==> config.mk <==
export PLATFORM = sky130hd
export DESIGN_NAME = fspc_top
export DESIGN_NICKNAME = d
export VERILOG_FILES = /design/src/verilog/fspc_pkg.sv /design/src/verilog/fspc_buf_if.sv /design/src/verilog/fspc_page_buf.sv /design/src/verilog/fspc_top.sv
export SDC_FILE = /design/constraint.sdc
export NUM_CORES = 1
export LEC_CHECK = 0
export ABC_AREA = 0
export BUFFER_PORTS_ARGS = -buffer_cell sky130_fd_sc_hd__buf_2
export CAP_MARGIN = 20
export CELL_PAD_IN_SITES_DETAIL_PLACEMENT = 1
export CELL_PAD_IN_SITES_GLOBAL_PLACEMENT = 2
export CORE_MARGIN = 5
export CORE_UTILIZATION = 43
export DETAILED_ROUTE_END_ITERATION = 16
export HOLD_SLACK_MARGIN = 0.15
export PLACE_DENSITY_LB_ADDON = 0.1
export SETUP_SLACK_MARGIN = 0.2
export SYNTH_ARGS = -nofsm -noshare
export SYNTH_HDL_FRONTEND = slang
export SYNTH_SLANG_ARGS = --single-unit
==> constraint.sdc <==
create_clock -name clock -period 4.45 [get_ports clock]
set_input_delay 0.6675 -clock clock [delete_from_list [all_inputs] [get_ports clock]]
set_output_delay 0.6675 -clock clock [all_outputs]
set_load 0.01 [all_outputs]
==> src/verilog/fspc_pkg.sv <==
// Shared constants and types of the flash self-program control block
package fspc_pkg;
	localparam logic [7:0] FSPC_CSR_DATA_ADDR = 8'h57;
	localparam logic [7:0] FSPC_IO_OFFSET = 8'h20;
	localparam logic [7:0] FSPC_CSR_IO_ADDR = FSPC_CSR_DATA_ADDR - FSPC_IO_OFFSET;
	localparam logic [7:0] FSPC_CSR_RESET = 8'h00;
	localparam int FSPC_BIT_IRQ_EN = 7;
	localparam int FSPC_BIT_RW_BUSY = 6;
	localparam int FSPC_BIT_SIG = 5;
	localparam int FSPC_BIT_SRE = 4;
	localparam int FSPC_BIT_LOCK = 3;
	localparam int FSPC_BIT_PGWR = 2;
	localparam int FSPC_BIT_PGER = 1;
	localparam int FSPC_BIT_EN = 0;
	localparam logic [4:0] FSPC_CMD_LOAD = 5'h01;
	localparam logic [4:0] FSPC_CMD_ERASE = 5'h03;
	localparam logic [4:0] FSPC_CMD_WRITE = 5'h05;
	localparam logic [4:0] FSPC_CMD_LOCK = 5'h09;
	localparam logic [4:0] FSPC_CMD_SRE = 5'h11;
	localparam logic [5:0] FSPC_CMD_SIG = 6'h21;
	localparam int FSPC_STORE_WINDOW = 4;
	localparam int FSPC_LOAD_WINDOW = 3;
	localparam logic [15:0] FSPC_SEL_FUSE_LOW = 16'h0000;
	localparam logic [15:0] FSPC_SEL_LOCK = 16'h0001;
	localparam logic [15:0] FSPC_SEL_FUSE_EXT = 16'h0002;
	localparam logic [15:0] FSPC_SEL_FUSE_HIGH = 16'h0003;
	localparam int FSPC_CLK_MHZ = 200;
	localparam int FSPC_PROG_MIN_US = 3200;
	localparam int FSPC_PROG_CYCLES = FSPC_PROG_MIN_US * FSPC_CLK_MHZ;
	localparam int FSPC_PAGE_WORDS = 32;
	typedef enum logic [1:0] {FSPC_OP_ERASE, FSPC_OP_WRITE} fspc_op_t;
endpackage

==> src/verilog/fspc_buf_if.sv <==
// Interface between the controller and its temporary page buffer
interface fspc_buf_if #(parameter int AW = 5);
	logic wr;
	logic clr;
	logic [AW-1:0] addr;
	logic [15:0] wdata;
	logic [15:0] rdata;
	modport ctl (output wr, output clr, output addr, output wdata, input rdata);
	modport mem (input wr, input clr, input addr, input wdata, output rdata);
endinterface

==> src/verilog/fspc_page_buf.sv <==
// Temporary page buffer with whole-buffer clear and registered read data
module fspc_page_buf #(
	parameter int AW = 5
) (
	input wire logic clock,
	input wire logic rst_n,
	fspc_buf_if.mem bus
);
	logic [15:0] mem_r [2**AW];
	logic [15:0] rdata_r;
	always_ff @(posedge clock) begin
		if (!rst_n || bus.clr) begin
			for (int i = 0; i < 2**AW; i++) begin
				mem_r[i] <= 16'hffff;
			end
		end else if (bus.wr) begin
			mem_r[bus.addr] <= bus.wdata;
		end
	end
	always_ff @(posedge clock) begin
		if (!rst_n) begin
			rdata_r <= 16'hffff;
		end else begin
			rdata_r <= mem_r[bus.addr];
		end
	end
	assign bus.rdata = rdata_r;
endmodule

==> src/verilog/fspc_top.sv <==
// Flash self-program control register and operation sequencer
// What this block does
// RL1 - Ready interrupt requested while enable, global flag set and operation-enable clear.
// RL2 - Ready interrupt suppressed during EEPROM write or running store operation.
// RL3 - Read-while-write busy bit always reads zero.
// RL4 - Signature read: load within three cycles returns signature; store does nothing.
// RL5 - Section-read-enable command clears the whole temporary buffer.
// RL6 - Lock read: load within three cycles returns lock or fuse by pointer.
// RL7 - Page write programs buffer into page from upper pointer bits.
// RL8 - Page-write bit clears at finish or after four idle cycles.
// RL9 - Page erase erases page selected by upper pointer bits.
// RL10 - Page-erase bit clears at finish or after four idle cycles.
// RL11 - CPU stalled for the whole page write or erase.
// RL12 - Operation-enable permits store only for four cycles; other bits pick command.
// RL13 - Plain store writes register pair into buffer word; pointer bit 0 ignored.
// RL14 - Operation-enable clears after store completes or four idle cycles.
// RL15 - Operation-enable stays set until erase or write finishes.
// RL16 - Illegal command patterns in low six bits have no effect.
// RL17 - Register at data offset 0x57, I/O offset reduced by 0x20.
// RL18 - Software polls busy bit before returning to application code.
// RL19 - EEPROM write blocks the start of all programming and lock or fuse reads.
// RL20 - Lock read select: 0 fuse low, 1 lock, 2 fuse ext, 3 fuse high.
// RL21 - Buffer clears after page write, section-read-enable and reset.
// RL22 - Erase or write lasts between 3.2 ms and 3.4 ms.
// RL23 - Store with operation-enable clear changes nothing.
module fspc_top
	import fspc_pkg::*;
#(
	parameter int PROG_CYCLES = FSPC_PROG_CYCLES,
	parameter int WORD_BITS = 5,
	parameter int PAGE_BITS = 7,
	parameter logic [7:0] SIGNATURE_BYTE = 8'h5a
) (
	input wire logic clock,
	input wire logic rst_n,
	input wire logic reg_wr,
	input wire logic reg_rd,
	input wire logic reg_io_space,
	input wire logic [7:0] reg_addr,
	input wire logic [7:0] reg_wdata,
	output logic [7:0] reg_rdata,
	input wire logic global_irq_flag,
	input wire logic eeprom_write_active,
	input wire logic store_req,
	input wire logic load_req,
	input wire logic [15:0] z_pointer,
	input wire logic [15:0] pair_data,
	output logic load_special,
	output logic [7:0] load_data,
	output logic cpu_stall,
	output logic program_ready_irq,
	output logic flash_erase,
	output logic flash_write,
	output logic [PAGE_BITS-1:0] page_address_field,
	output logic [15:0] flash_wdata,
	output logic [WORD_BITS-1:0] flash_word,
	input wire logic [7:0] fuse_low,
	input wire logic [7:0] fuse_high,
	input wire logic [7:0] fuse_ext,
	input wire logic [7:0] lock_bits
);
	logic [7:0] csr_r, csr_nxt;
	logic [2:0] win_r, win_nxt;
	logic busy_r, busy_nxt;
	logic [$clog2(PROG_CYCLES+1)-1:0] tmr_r, tmr_nxt;
	logic [7:0] load_data_r, load_data_nxt;
	logic load_special_r, load_special_nxt;
	logic [WORD_BITS-1:0] word_r, word_nxt;
	logic sweep_r, sweep_nxt;
	logic csr_hit, armed, cmd_legal, store_ok, load_ok;
	logic [4:0] cmd;
	logic [WORD_BITS-1:0] word_in_page_field;
	fspc_buf_if #(.AW(WORD_BITS)) buf_bus ();

	fspc_page_buf #(.AW(WORD_BITS)) u_buf (
		.clock(clock),
		.rst_n(rst_n),
		.bus(buf_bus)
	);

	function automatic logic legal_cmd(input logic [5:0] v);
		return v == {1'b0, FSPC_CMD_LOAD} || v == {1'b0, FSPC_CMD_ERASE} ||
			v == {1'b0, FSPC_CMD_WRITE} || v == {1'b0, FSPC_CMD_LOCK} ||
			v == {1'b0, FSPC_CMD_SRE} || v == FSPC_CMD_SIG;
	endfunction

	// RL17
	assign csr_hit = reg_addr == (reg_io_space ? FSPC_CSR_IO_ADDR : FSPC_CSR_DATA_ADDR);
	assign armed = csr_r[FSPC_BIT_EN] && !busy_r;
	assign cmd = csr_r[4:0];
	assign cmd_legal = legal_cmd(reg_wdata[5:0]);
	assign word_in_page_field = z_pointer[WORD_BITS:1];
	// RL12 RL19 RL23
	assign store_ok = store_req && armed && !eeprom_write_active && win_r < 3'(FSPC_STORE_WINDOW);
	assign load_ok = load_req && armed && !eeprom_write_active && win_r < 3'(FSPC_LOAD_WINDOW) &&
		(csr_r[FSPC_BIT_SIG] || csr_r[FSPC_BIT_LOCK]);

	always_comb begin
		csr_nxt = csr_r;
		win_nxt = win_r;
		busy_nxt = busy_r;
		tmr_nxt = tmr_r;
		load_data_nxt = load_data_r;
		load_special_nxt = 1'b0;
		word_nxt = word_r;
		sweep_nxt = 1'b0;
		flash_erase = 1'b0;
		flash_write = 1'b0;
		buf_bus.wr = 1'b0;
		buf_bus.clr = 1'b0;
		buf_bus.addr = word_r;
		buf_bus.wdata = pair_data;
		if (armed && csr_r[4:0] != 5'h00) begin
			win_nxt = win_r + 3'd1;
		end
		// RL8 RL10 RL14
		if (armed && win_r == 3'(FSPC_STORE_WINDOW - 1) && !store_ok) begin
			csr_nxt[5:0] = 6'h00;
		end
		if (load_ok) begin
			load_special_nxt = 1'b1;
			if (csr_r[FSPC_BIT_SIG]) begin
				load_data_nxt = SIGNATURE_BYTE; // RL4
			end else begin
				// RL6 RL20
				unique case (z_pointer[1:0])
					FSPC_SEL_FUSE_LOW[1:0]: load_data_nxt = fuse_low;
					FSPC_SEL_LOCK[1:0]: load_data_nxt = lock_bits;
					FSPC_SEL_FUSE_EXT[1:0]: load_data_nxt = fuse_ext;
					FSPC_SEL_FUSE_HIGH[1:0]: load_data_nxt = fuse_high;
				endcase
			end
			csr_nxt[5:0] = 6'h00;
		end
		if (store_ok) begin
			unique case (cmd)
				FSPC_CMD_LOAD: begin
					if (!csr_r[FSPC_BIT_SIG]) begin
						buf_bus.wr = 1'b1; // RL13
						buf_bus.addr = word_in_page_field;
					end
					csr_nxt[5:0] = 6'h00; // RL4 RL14
				end
				FSPC_CMD_ERASE: begin
					flash_erase = 1'b1; // RL9
					busy_nxt = 1'b1;
					tmr_nxt = '0;
				end
				FSPC_CMD_WRITE: begin
					busy_nxt = 1'b1; // RL7
					tmr_nxt = '0;
					word_nxt = '0;
				end
				FSPC_CMD_SRE: begin
					buf_bus.clr = 1'b1; // RL5 RL21
					csr_nxt[5:0] = 6'h00;
				end
				default: begin
					csr_nxt[5:0] = 6'h00;
				end
			endcase
		end
		if (busy_r) begin
			// RL22
			tmr_nxt = tmr_r + 1'b1;
			if (cmd[FSPC_BIT_PGWR]) begin
				flash_write = 1'b1;
				buf_bus.addr = word_r;
				word_nxt = word_r + 1'b1;
			end
			if (tmr_r == ($clog2(PROG_CYCLES+1))'(PROG_CYCLES - 1)) begin
				busy_nxt = 1'b0; // RL15
				sweep_nxt = cmd[FSPC_BIT_PGWR];
				csr_nxt[5:0] = 6'h00; // RL8 RL10
			end
		end
		if (sweep_r) begin
			buf_bus.clr = 1'b1; // RL21
		end
		if (reg_wr && csr_hit) begin
			csr_nxt[FSPC_BIT_IRQ_EN] = reg_wdata[FSPC_BIT_IRQ_EN];
			// RL16 RL19
			if (!busy_r && cmd_legal && !eeprom_write_active) begin
				csr_nxt[5:0] = reg_wdata[5:0];
				win_nxt = 3'd0;
			end
		end
		csr_nxt[FSPC_BIT_RW_BUSY] = 1'b0; // RL3
	end

	always_ff @(posedge clock) begin
		if (!rst_n) begin
			csr_r <= FSPC_CSR_RESET;
			win_r <= '0;
			busy_r <= 1'b0;
			tmr_r <= '0;
			load_data_r <= 8'h00;
			load_special_r <= 1'b0;
			word_r <= '0;
			sweep_r <= 1'b0;
		end else begin
			csr_r <= csr_nxt;
			win_r <= win_nxt;
			busy_r <= busy_nxt;
			tmr_r <= tmr_nxt;
			load_data_r <= load_data_nxt;
			load_special_r <= load_special_nxt;
			word_r <= word_nxt;
			sweep_r <= sweep_nxt;
		end
	end

	assign reg_rdata = (reg_rd && csr_hit) ? csr_r : 8'h00;
	assign load_data = load_data_r;
	assign load_special = load_special_r;
	assign cpu_stall = busy_r; // RL11
	// RL1 RL2
	assign program_ready_irq = csr_r[FSPC_BIT_IRQ_EN] && global_irq_flag &&
		!csr_r[FSPC_BIT_EN] && !eeprom_write_active && !busy_r;
	assign page_address_field = z_pointer[PAGE_BITS+WORD_BITS:WORD_BITS+1];
	assign flash_wdata = buf_bus.rdata;
	assign flash_word = word_r;

	property p_irq;
		@(posedge clock) disable iff (!rst_n)
		(csr_r[FSPC_BIT_IRQ_EN] && global_irq_flag && !csr_r[FSPC_BIT_EN] &&
			!eeprom_write_active) |-> program_ready_irq;
	endproperty
	a_irq: assert property (p_irq) else $error("ready interrupt missing"); // RL1

	property p_irq_sup;
		@(posedge clock) disable iff (!rst_n)
		(busy_r || eeprom_write_active) |-> !program_ready_irq;
	endproperty
	a_irq_sup: assert property (p_irq_sup) else $error("ready interrupt not suppressed"); // RL2

	property p_busy0;
		@(posedge clock) disable iff (!rst_n)
		reg_rd |-> !reg_rdata[FSPC_BIT_RW_BUSY];
	endproperty
	a_busy0: assert property (p_busy0) else $error("busy bit not zero"); // RL3

	property p_sig_store;
		@(posedge clock) disable iff (!rst_n)
		(reg_wr && csr_hit && reg_wdata[5:0] == 6'h21 && !busy_r && !eeprom_write_active)
			##1 store_req |-> !buf_bus.wr && !flash_erase ##1 !cpu_stall;
	endproperty
	a_sig_store: assert property (p_sig_store) else $error("signature store acted"); // RL4

	property p_load_win;
		@(posedge clock) disable iff (!rst_n)
		(reg_wr && csr_hit && reg_wdata[5:0] == 6'h09 && !busy_r && !eeprom_write_active)
			##1 (load_req && !eeprom_write_active) |=> load_special;
	endproperty
	a_load_win: assert property (p_load_win) else $error("lock read not answered"); // RL6

	property p_stall;
		@(posedge clock) disable iff (!rst_n)
		(reg_wr && csr_hit && reg_wdata[5:0] inside {6'h03, 6'h05} && !busy_r &&
			!eeprom_write_active) ##1 (store_req && !eeprom_write_active)
			|=> cpu_stall && csr_r[FSPC_BIT_EN];
	endproperty
	a_stall: assert property (p_stall) else $error("no stall during operation"); // RL11

	property p_timeout;
		@(posedge clock) disable iff (!rst_n)
		(reg_wr && csr_hit && reg_wdata[5:0] inside {6'h03, 6'h05} && !busy_r &&
			!eeprom_write_active) ##1 (!store_req && !reg_wr) [*4] |=> !csr_r[FSPC_BIT_EN];
	endproperty
	a_timeout: assert property (p_timeout) else $error("enable not self cleared"); // RL8 RL10

	property p_hold;
		@(posedge clock) disable iff (!rst_n)
		busy_r |-> csr_r[FSPC_BIT_EN];
	endproperty
	a_hold: assert property (p_hold) else $error("enable dropped during operation"); // RL15

	property p_illegal;
		@(posedge clock) disable iff (!rst_n)
		(reg_wr && csr_hit && csr_r[5:0] == 6'h00 && !busy_r &&
			!(reg_wdata[5:0] inside {6'h01, 6'h03, 6'h05, 6'h09, 6'h11, 6'h21}))
			|=> csr_r[5:0] == 6'h00;
	endproperty
	a_illegal: assert property (p_illegal) else $error("illegal pattern took effect"); // RL16

	property p_ee;
		@(posedge clock) disable iff (!rst_n)
		eeprom_write_active |-> !flash_erase && !buf_bus.wr;
	endproperty
	a_ee: assert property (p_ee) else $error("operation during eeprom write"); // RL19

	property p_ee_start;
		@(posedge clock) disable iff (!rst_n)
		(eeprom_write_active && !busy_r) |=> !busy_r && !load_special;
	endproperty
	a_ee_start: assert property (p_ee_start) else $error("started under eeprom write"); // RL19

	property p_noarm;
		@(posedge clock) disable iff (!rst_n)
		(store_req && !csr_r[FSPC_BIT_EN]) |-> !buf_bus.wr && !flash_erase;
	endproperty
	a_noarm: assert property (p_noarm) else $error("store acted while disarmed"); // RL23

	c_erase: cover property (@(posedge clock) disable iff (!rst_n) flash_erase);
	c_write: cover property (@(posedge clock) disable iff (!rst_n) $fell(busy_r));
	c_load: cover property (@(posedge clock) disable iff (!rst_n) load_special);
	c_clear: cover property (@(posedge clock) disable iff (!rst_n) buf_bus.clr && !sweep_r);
endmodule
-- Word-level counts from Yosys, hierarchy flattened
Memories as Yosys holds them, arrays and structs flattened. A register that Yosys moved wholly into a read port is not among the register bits.
Index checks and enable logic that the tools add are counted.
- register bits after elaboration: 47
- memory bits (writable): 512
- bits of input ports: 89
- output and inout bits: 49
- word-level logic and storage cells: 122
- memories kept: 1
- memories (name ; words ; width ; rd ports ; clocked after memory_dff ; write ports ; line ; RTL):
    u_buf.mem_r ; 32 ; 16 ; 1 ; 1 ; 32 ; fspc_page_buf.sv:9 ; logic [15:0] mem_r [2**AW];
- $add $sub $neg: 3
- order comparisons: 2
- eq/ne operators: 16
- mux-type cells: 50
- reductions and logical operators: 40
- operator list (operator ; number):
    $mux W20 ; 3
    $mux W5 ; 10
    $mux W6 ; 8
    $pmux W8 S4 ; 1
    $mux W1 ; 21
    $add A20 B1 Y20 const B ; 1
    $eq A20 B20 Y1 const B ; 1
    $logic_and A1 B1 Y1 ; 19
    $mux W16 ; 1
    $mux W8 ; 2
    $reduce_or A16 Y1 ; 1
    $mux W3 ; 3
    $eq A8 B7 Y1 ; 1
    $logic_or A1 B1 Y1 ; 7
    $mux W7 ; 1
    $eq A6 B1 Y1 const B ; 1
    $eq A6 B2 Y1 const B ; 1
    $eq A6 B3 Y1 const B ; 1
    $eq A6 B4 Y1 const B ; 1
    $eq A6 B5 Y1 const B ; 1
    $eq A6 B6 Y1 const B ; 1
    $logic_not A1 Y1 ; 6
    $add A5 B1 Y5 const B ; 1
    $eq A5 B1 Y1 const B ; 1
    other kinds (15) ; 17

-- Depth between registers and ports, before layout
Gate-level depths: netlist (run 1).
- depth after elaboration: 15
- depth in mapped cells: 10
- depth with buffers taken out: 8

-- Hierarchy
Synthesis (run 1) repeated with hierarchy kept, for this count alone.
- cells, all modules: 1948
- area total of the unflattened synthesis: 26698.1 um2
- modules (own cells, without submodules) (module ; instances ; cells an instance ; area an instance (um2) ; seq. area each (um2)):
    fspc_page_buf ; 1 ; 1628 ; 23973.0 ; 15695.1
    fspc_top ; 1 ; 320 ; 2725.1 ; 920.9

-- Least setup slack after synthesis (run 1)
No wires, ideal clock.
- kind: input -> register
- start: input eeprom_write_active
- end: memory u_buf.mem_r[19][0] (enable)
- library setup time: 411 ps
- data arrival time: 3213 ps
- data required time: 4039 ps
- setup slack: 826 ps
- stages: 7
- buffers on the path: 2
- cells stage by stage: nor3b_4 > nand4_2 > inv_1 > nand4_1 > clkbuf_1 > clkbuf_1 > o21ai_0
- RTL lines (item ; line ; RTL):
    start, declared ; fspc_top.sv:43 ; input wire logic eeprom_write_active,
    end, declared ; fspc_page_buf.sv:9 ;

-- Final worst setup path (run 1)
- start: register csr_r[5]
- end: register u_buf.rdata_r[9], in the netlist u_buf.bus.rdata[9] (read register of u_buf.mem_r)
- longest elaborated chain between the ends: 5
- RTL lines (item ; line ; RTL):
    start, declared ; fspc_top.sv:62 ; logic [7:0] csr_r, csr_nxt;
    start signal, assigned ; fspc_top.sv:202 ; csr_r <= csr_nxt;
    $mux W5 (*) ; fspc_top.sv:138 ; if (!csr_r[FSPC_BIT_SIG]) begin
    $mux W5 (*) ; fspc_top.sv:136 ; unique case (cmd)
    $mux W5 (*) ; fspc_top.sv:135 ; if (store_ok) begin
    $mux W5 ; fspc_top.sv:166 ; if (cmd[FSPC_BIT_PGWR]) begin
    $mux W5 (*) ; fspc_top.sv:163 ; if (busy_r) begin
    end, declared ; fspc_page_buf.sv:10 ; logic [15:0] rdata_r;
Every way passes the cells marked *; elsewhere a longest branch is shown, timed or not.
A chain may end at the register's enable or synchronous reset.

==> results by stage, run 1 <==
GRT:
- The number of global-route vias before repair is 18300.
- The overall routing resource usage is 0.250.
- Entering global routing, the biggest net connects 52 pins.
- The number of antenna violations at the first check in global routing is 5.
- The total overflow left after global routing is 0.
- The global-route wire length before repair is 123 mm.

Clock tree:
- The library cell used as clock root buffer is sky130_fd_sc_hd__clkbuf_16.
- Gates resized during post-CTS repair numbered 0.
- The number of H-tree levels is 3.
- The number of buffers inserted during clock tree synthesis is 66.
- The clock latency on the worst-skew pair is 0.60 ns.
- After clock tree synthesis, the flow added hold-fix buffers numbering 0.
- After clock tree synthesis, the clock-pin slew on the worst setup and hold paths is 0.06 ns.
- The clock tree from TritonCTS is built.
- Counting every sink on the clock net gives 574.
- Post-CTS timing repair inserted 0 buffers for setup.
- The maximum buffer depth of the clock tree is 3.

STA:
- Setup repair after global routing left no endpoint under its margin.
- The total setup violations reported at the end of the flow is 0.
- Headroom to the max-slew limit came out at 0.284.
- The clock skew is approximately 0.028 ns.
- The final count of pins violating max slew was 0.
- The worst path in the final design needs a cycle of 4.03 ns, including I/O delays and setup.
- The final number of hold-violating endpoints was 0.
- Dividing the final minimum period by the clock period gives 0.905.
- The achievable frequency is ~250 MHz.
- The actual slew at the worst max-slew pin is 1.06 ns.
- The total negative setup slack is 0 ns.

Setup path:
- For the worst setup path, the data arrival time is 4.39 ns.
- The worst path required time is 4.81 ns.
- On the critical path, the stage with the largest delay is an instance of sky130_fd_sc_hd__nor4_1.
- STA classifies the critical path endpoint as a register.
- The critical path is of the reg2reg type.
- STA classifies the critical path startpoint as a register.
- The largest single stage delay on the critical path is roughly 0.96 ns.
- Traced cell by cell, the critical path runs through nor2b_1, nand4_2, buf_4, mux2_2, nand2_1, o22ai_1, nor4_1, nand4_1.
- The largest fanout on the critical path is 16.

Synth:
- Ranked by instance count, the synthesized netlist is headed by sky130_fd_sc_hd__edfxtp_1 (512), sky130_fd_sc_hd__or2_2 (200), sky130_fd_sc_hd__or3_1 (193).
- In this run, distinct cell masters in the synthesized netlist total 63.
- Of the total synthesized cell area, the portion taken by XOR and XNOR cells is 0.000662.
- Of the total synthesized cell area, the portion taken by full adders, half adders and majority gates is 0.00227.
- Among all cell types in the netlist, the one instantiated most often is sky130_fd_sc_hd__edfxtp_1.
- Of the total synthesized cell area, the portion taken by AND, OR, NAND and NOR gates is 0.187.
- In this run the cell area of the synthesized design comes to 0.0264 mm^2.
- Counting every net in the synthesized netlist gives 2142.
- The post-synthesis compound-gate area fraction is 0.0523.
- The count of yosys warnings during synthesis is 0.
- In this run, synthesis inferred approximately 510 flip-flops with an integrated enable.
- The dominant register cell in the synthesized netlist is sky130_fd_sc_hd__edfxtp_1.
- The share of the yosys chip area belonging to registers is 0.628.
- The average cell area after synthesis is 12.9 um^2.
- The mux contribution to synthesized area is 0.0979.
- The number of storage elements in the synthesis netlist is 574.
- The gate count after technology mapping is 2049.
- Counting flops with an async set or reset pin after synthesis yields a share of 0.
- The largest family of logic cells by synthesized area is simple AND/OR/NAND/NOR gates.
- By area the synthesized netlist is led by sky130_fd_sc_hd__edfxtp_1 (58%), sky130_fd_sc_hd__mux2i_1 (5.0%), sky130_fd_sc_hd__or2_2 (4.7%).
- Of the post-synthesis cell area, the dominant cell type holds 0.581.
- The cell type contributing the most total cell area after synthesis is sky130_fd_sc_hd__edfxtp_1.

Power:
- For this design the total switching power over the nets is 2470 uW.
- The design draws 11800 uW.
- The sequential share of power is 0.493.
- Of the total power, the share spent switching nets is 0.208.
- In this run the static leakage power is 0.00846 uW.
- Cell internal power was estimated by the tool at around 9400 uW.
- The cell area power density is just under 400 mW/mm^2.
- VDD sags by at most around 0.27 mV.
- The share of total power dissipated in the clock network is 0.476.
- The share of total power dissipated in combinational logic is 0.031.

Route:
- The count of nets left with antenna violations once routing finished came out at 0.
- The routed layout has 17700 vias.
- The detailed-routing iteration count for the pre-antenna-repair pass is 5.
- Summed over all layers, the routed wires come to 84.6 mm.
- The number of DRC violations after detailed-routing iteration 0 is 1485.
- In the routed design, unresolved DRC markers number 0.
- After detailed routing, the average wire length per cell comes to 28.0 um.
- The ratio of routed vias to standard cells is 5.86.

Run:
- The max-capacitance violation count is 0.

Floorplan:
- In this run the standard cell core region covers 0.0614 mm^2.
- The I/O pin count is 138.
- In this run the vertical extent of the chip is ~260 um.
- The overall die area is 0.0666 mm^2.
- The die span in x is 258 um.
- The number of standard-cell rows in the floorplan is 91.
- For this configuration, the core starts out at a cell density of 0.431.

Run status:
- The flow ran to the end, and the final reports show no timing, DRC or antenna violations.

Final layout:
- The final layout contains roughly 2300 nets.
- Relative to the synthesized area, the layout overhead comes to 15.5%.
- The final design area excluding fillers is about 0.031 mm^2.
- 0 antenna diodes ended up in the layout.
- Of the cells placed in the final design, the portion with a size suffix greater than 1 is 0.283.
- The number of standard cells in the final layout excluding fillers is between 3000 and 4000.
- The final core utilization is 0.498.

Place:
- In this run, placement finished with an instance count of ~2900.
- The last weighted congestion value of the routability-driven placer is around 0.8.
- Summed over all nets, the half-perimeter wirelength after detailed placement is 55.4 mm.
- In this run the cell area measured after placement is 0.0283 mm^2.
- The quantity of I/O buffers inserted on ports is about 120.

Hold path:
- The min-delay analysis places its worst path in the category in2reg.
-- layout make-up --
class	instances	area (um^2)
fill	6176	30800
sequential	574	16600
multi-input combinational	1279	9080
clock buffer	81	1790
inverter	8	30.0
tap	790	988
clock inverter	37	435
timing repair buffer	248	1600
-- layer usage --
layer | track usage | routed length (um) | up-vias
met2 | 0.419 | 41300 | 521
met5 | 0 | 0 | -
li1 | - | - | 7851
met3 | 0.0338 | 5000 | 101
met4 | 0.0621 | 1770 | 0
met1 | 0.348 | 36500 | 9207
-- worst paths after layout --
check	depth (start not counted)	slack [ns]	end	startpoint
worst min register to register	1	0.48	tmr_r[19]	tmr_r[19]
worst max-delay path	8	0.42	u_buf.bus.rdata[9]	csr_r[5]
worst min-delay path	2	0.33	csr_r[1]	reg_wdata[1]
worst max register to register	8	0.42	u_buf.bus.rdata[9]	csr_r[5]
-- flip-flops by register name, indices dropped and copies added, names as in the netlist --
| name | flops |
|---|---|
| u_buf.mem_r | 512 |
| tmr_r | 20 |
| u_buf.bus.rdata | 16 |
| load_data | 8 |
| csr_r | 7 |
| flash_word | 5 |
| win_r | 3 |
| cpu_stall | 1 |
| load_special | 1 |
| sweep_r | 1 |
-- layout by cell type (no fill, tap or decap), types with 62 or more instances in the layout --
cell,synthesis,routed
sky130_fd_sc_hd__mux2i_1,131,129
sky130_fd_sc_hd__clkbuf_16,0,69
sky130_fd_sc_hd__or3_1,193,193
sky130_fd_sc_hd__or2_2,200,201
sky130_fd_sc_hd__dfxtp_1,62,62
sky130_fd_sc_hd__buf_2,22,118
sky130_fd_sc_hd__edfxtp_1,512,512
sky130_fd_sc_hd__nand2_1,167,166
sky130_fd_sc_hd__nand2b_1,104,104
sky130_fd_sc_hd__a21oi_1,64,64
sky130_fd_sc_hd__buf_4,13,127
-- power groups by stage --
stage | clock [uW] | sequential [uW] | combinational, uW
after global routing | 5980 | 5840 | 387
final | 5630 | 5840 | 368
after CTS | 5730 | 5840 | 370
after detailed placement | 0 | 5960 | 370
after global placement | 0 | 5960 | 362
after floorplan | 0 | 5960 | 166
-- cells by family (layout without fill, tap and decap cells) --
family / Yosys count / in the layout
adders and majority gates: 5 / 5
other: 1 / 1
muxes: 190 / 190
DFF: 574 / 574
and+or+nand+nor: 867 / 867
AOI/OAI and AO/OA: 214 / 214
xor gates and xnor gates: 2 / 2
buffers and inverters: 196 / 374
-- critical path, delay by kind of cell (launching register included) --
family | cells | cell delay [ns]
buf+inv | 1 | 0.28
mux | 1 | 0.48
compound gates | 1 | 0.31
simple gates | 5 | 2.03
flops | 1 | 0.66
-- metrics by stage --
| stage | setup slack [ns] | hold slack (ns) |
|---|---|---|
| after detailed placement | 0.149 | 0.475 |
| after global routing | 0.383 | 0.324 |
| final | 0.423 | 0.330 |
| after CTS | 0.501 | 0.290 |
| after floorplan | 0.826 | 0.440 |
| after global placement | 0.160 | 0.466 |
(Power assumes the default switching activity.)
==> run 2: changes to the inputs <==
--- a/config.mk
+++ b/config.mk
@@ -6,12 +6,14 @@
 export NUM_CORES = 1
 export LEC_CHECK = 0
 export ABC_AREA = 0
+export ABC_CLOCK_PERIOD_IN_PS = 4450
 export BUFFER_PORTS_ARGS = -buffer_cell sky130_fd_sc_hd__buf_2
 export CAP_MARGIN = 20
 export CELL_PAD_IN_SITES_DETAIL_PLACEMENT = 1
 export CELL_PAD_IN_SITES_GLOBAL_PLACEMENT = 2
 export CORE_MARGIN = 5
 export CORE_UTILIZATION = 43
+export CTS_BUF_LIST = sky130_fd_sc_hd__clkbuf_16
 export DETAILED_ROUTE_END_ITERATION = 16
 export HOLD_SLACK_MARGIN = 0.15
 export PLACE_DENSITY_LB_ADDON = 0.1
==> results by stage, run 2 (synthesis gave the netlist of run 1 again) <==
Run status:
- The run finished with clean final reports.

GRT:
- The number of antenna violations at the first check in global routing is 5 (unchanged).
- The number of global-route vias before repair is 18300 (-0.0055%).
- The layer flagged by global routing as most heavily used is met2.
- The total congestion overflow after global routing is 0 (unchanged).
- The largest net degree at the start of global routing is 52 (unchanged).
- The global routing met3 resource utilization is 0.0338 (unchanged).
- The global-route wire length before repair came to 123 mm (about the same).
- The met1 layer usage reported by global route was 0.348 (unchanged).
- The overall routing resource usage is 0.250 (about the same).
- The global-route met2 utilization came to 0.419 (about the same).

STA:
- Setup repair after global routing left no endpoint under its margin.
- The achievable frequency is 253 MHz (+1.8%).
- The worst slew margin relative to its limit came to 0.314 (+0.0304).
- The actual slew at the worst max-slew pin is 1.03 ns (-0.0358 ns).
- The clock skew is 0.0274 ns (-0.000551 ns).
- The total negative setup slack is 0 ns (unchanged).
- The final period utilization is 0.889 (-0.0157).
- The total setup violations reported at the end of the flow is 0 (unchanged).
- The final number of hold-violating endpoints is 0 (unchanged).
- The final critical-path required period is 3.96 ns (-0.0698 ns).
- The final count of pins violating max slew is 0 (unchanged).

Floorplan:
- The effective utilization at floorplan is 0.431 (unchanged).
- The die span in x is 258 um (unchanged).
- The number of standard-cell rows in the floorplan was 91 (unchanged).
- The overall die area is 0.0666 mm^2 (unchanged).
- The I/O pin count is 138 (unchanged).
- The height of the chip is 258 um (unchanged).
- The core box area is 0.0614 mm^2 (unchanged).

Setup path:
- The nature of the critical path startpoint is a register.
- The cell with the largest stage delay on the worst path is sky130_fd_sc_hd__nor4_1.
- The data arrival time at the worst-slack endpoint is 4.32 ns (-0.07 ns).
- The signal on the critical path passes through nor2b_1, nand4_2, buf_4, mux2_2, nand2_1, o22ai_1, nor4_1, nand4_1.
- The worst path required time is 4.82 ns (about the same).
- The largest fanout on the critical path came to 16 (unchanged).
- The delay of the slowest critical-path stage is 0.90 ns (-0.06 ns).
- The type of element capturing the critical path is a register.
- The sum of buffers and inverters on the critical path was 1 (unchanged).
- Grouping stages by cell kind, the critical path spends the most delay in simple AND/OR/NAND/NOR gates.
- The worst setup path is of the reg2reg kind.
- The worst setup slack for register-to-register paths is 0.49 ns (+0.07 ns).
- The worst register-to-register path ends at u_buf.bus.rdata[9].
- The source of the worst register-to-register timing path is csr_r[5].
- The worst reg2reg path depth was 8 (unchanged).

Hold path:
- The count of cells along the worst hold path is 2 (unchanged).
- The class of the tightest hold or removal check is in2reg.
- The path with the worst hold slack has its endpoint at csr_r[1].
- The hold path startpoint is reg_wdata[1].

Route:
- The mean routed wirelength per cell was 28.0 um (about the same).
- The number of DRC violations after detailed-routing iteration 0 came to 1460 (-1.7%).
- The remaining antenna violation count is 0 (unchanged).
- The ratio of routed vias to standard cells is 5.88 (+0.42%).
- The vias after detailed routing is 17800 (+0.42%).
- The detailed-routing iteration count for the pre-antenna-repair pass came to 5 (unchanged).
- The post-detailed-route DRC marker count came to 0 (unchanged).
- The routed wire length came to 84.6 mm (about the same).

Final layout:
- The antenna cell count is 0 (unchanged).
- The number of fillers in the final layout came to 6178 (+0.032%).
- The most common cell after layout, fill and taps aside is sky130_fd_sc_hd__edfxtp_1.
- The flip-flop count of the largest register, all copies and words added is 512 (unchanged).
- The total number of nets in the final design is 2270 (unchanged).
- The register with the most flip-flops in the final layout is u_buf.mem_r.
- In the layout the commonest cells are sky130_fd_sc_hd__edfxtp_1 (512), sky130_fd_sc_hd__or2_2 (201), sky130_fd_sc_hd__or3_1 (193), sky130_fd_sc_hd__nand2_1 (166), sky130_fd_sc_hd__mux2i_1 (129).
- The footprint of the flip-flops and latches is 0.0166 mm^2 (unchanged).
- The final core utilization is 0.497 (about the same).
- The area added between synthesis and finish was 15.4% (about the same).
- The share of layout cells above drive strength 1 is 0.282 (-0.000898).
- The multi-input gate area in the final layout was 0.00908 mm^2 (unchanged).

Clock tree:
- The number of buffers inserted during clock tree synthesis is 66 (unchanged).
- The tree is rooted in a sky130_fd_sc_hd__clkbuf_16.
- The clock latency on the worst-skew pair came to 0.60 ns (about the same).
- The total number of clock tree sinks is 574 (unchanged).
- The hold buffer count at CTS is 0 (unchanged).
- The number of gates resized after CTS is 0 (unchanged).
- TritonCTS built the clock tree.
- The clock-pin slew on the worst setup and hold paths is 0.06 ns (about the same).
- The number of H-tree levels is 3 (unchanged).
- The count of buffers added by post-CTS timing repair for setup was 0 (unchanged).
- The maximum buffer depth of the clock tree is 3 (unchanged).

Power:
- The largest voltage drop on the vdd net is 0.265 mV (-1.6%).
- The leakage power is 0.00849 uW (+0.36%).
- The total power consumption of the routed design came to 11800 uW (-0.49%).
- The cell area power density came to 386 mW/mm^2 (-0.43%).

Place:
- The quantity of I/O buffers inserted on ports is 118 (unchanged).
- The last weighted congestion value of the routability-driven placer is 0.794 (unchanged).
- The final HPWL from detailed placement is 55.4 mm (unchanged).

Run:
- The max-capacitance violation count is 0 (unchanged).
-- run 2: area by class of cell --
class,instances,area share
clock inverters,49,0.0157
clock buffers,69,0.0566
repair buffers,248,0.0525
well taps,790,0.0324
multi-input cells,1279,0.298
flip-flops and latches,574,0.544
inverters,8,0.000984
-- run 2: worst max path at each step --
stage	startpoint	endpoint	slack, ns	cells past startpoint
global route	csr_r[1]	u_buf.bus.rdata[5]	0.38	9
floorplan	eeprom_write_active	u_buf.mem_r[19][0]	0.83	7
global placement	eeprom_write_active	u_buf.bus.rdata[9]	0.16	9
finish	csr_r[5]	u_buf.bus.rdata[9]	0.49	8
CTS	csr_r[5]	u_buf.bus.rdata[9]	0.50	8
detailed placement	eeprom_write_active	u_buf.bus.rdata[9]	0.15	9
-- run 2: power breakdown --
part	switching [uW]	leakage, uW	internal (uW)
Clock	2190	0.00113	3380
Sequential	0.435	0.00397	5840
Combinational	278	0.00339	91.3
-- run 2: per-layer routing --
metal / share of wire / routed length [um]
met5: 0 / 0
met4: 0.021 / 1790
met3: 0.060 / 5080
met2: 0.49 / 41200
met1: 0.43 / 36500
-- run 2: per-stage QoR --
| stage | instances | area [um^2] | setup slack, ns | hold slack, ns |
|---|---|---|---|---|
| after floorplan | 2049 | 26400 | 0.826 | 0.440 |
| after global placement | 2899 | 28300 | 0.160 | 0.466 |
| after detailed placement | 2899 | 28300 | 0.149 | 0.475 |
| after global routing | 3017 | 30500 | 0.383 | 0.324 |
| final | 3017 | 30500 | 0.493 | 0.329 |
| after CTS | 3017 | 30500 | 0.501 | 0.290 |
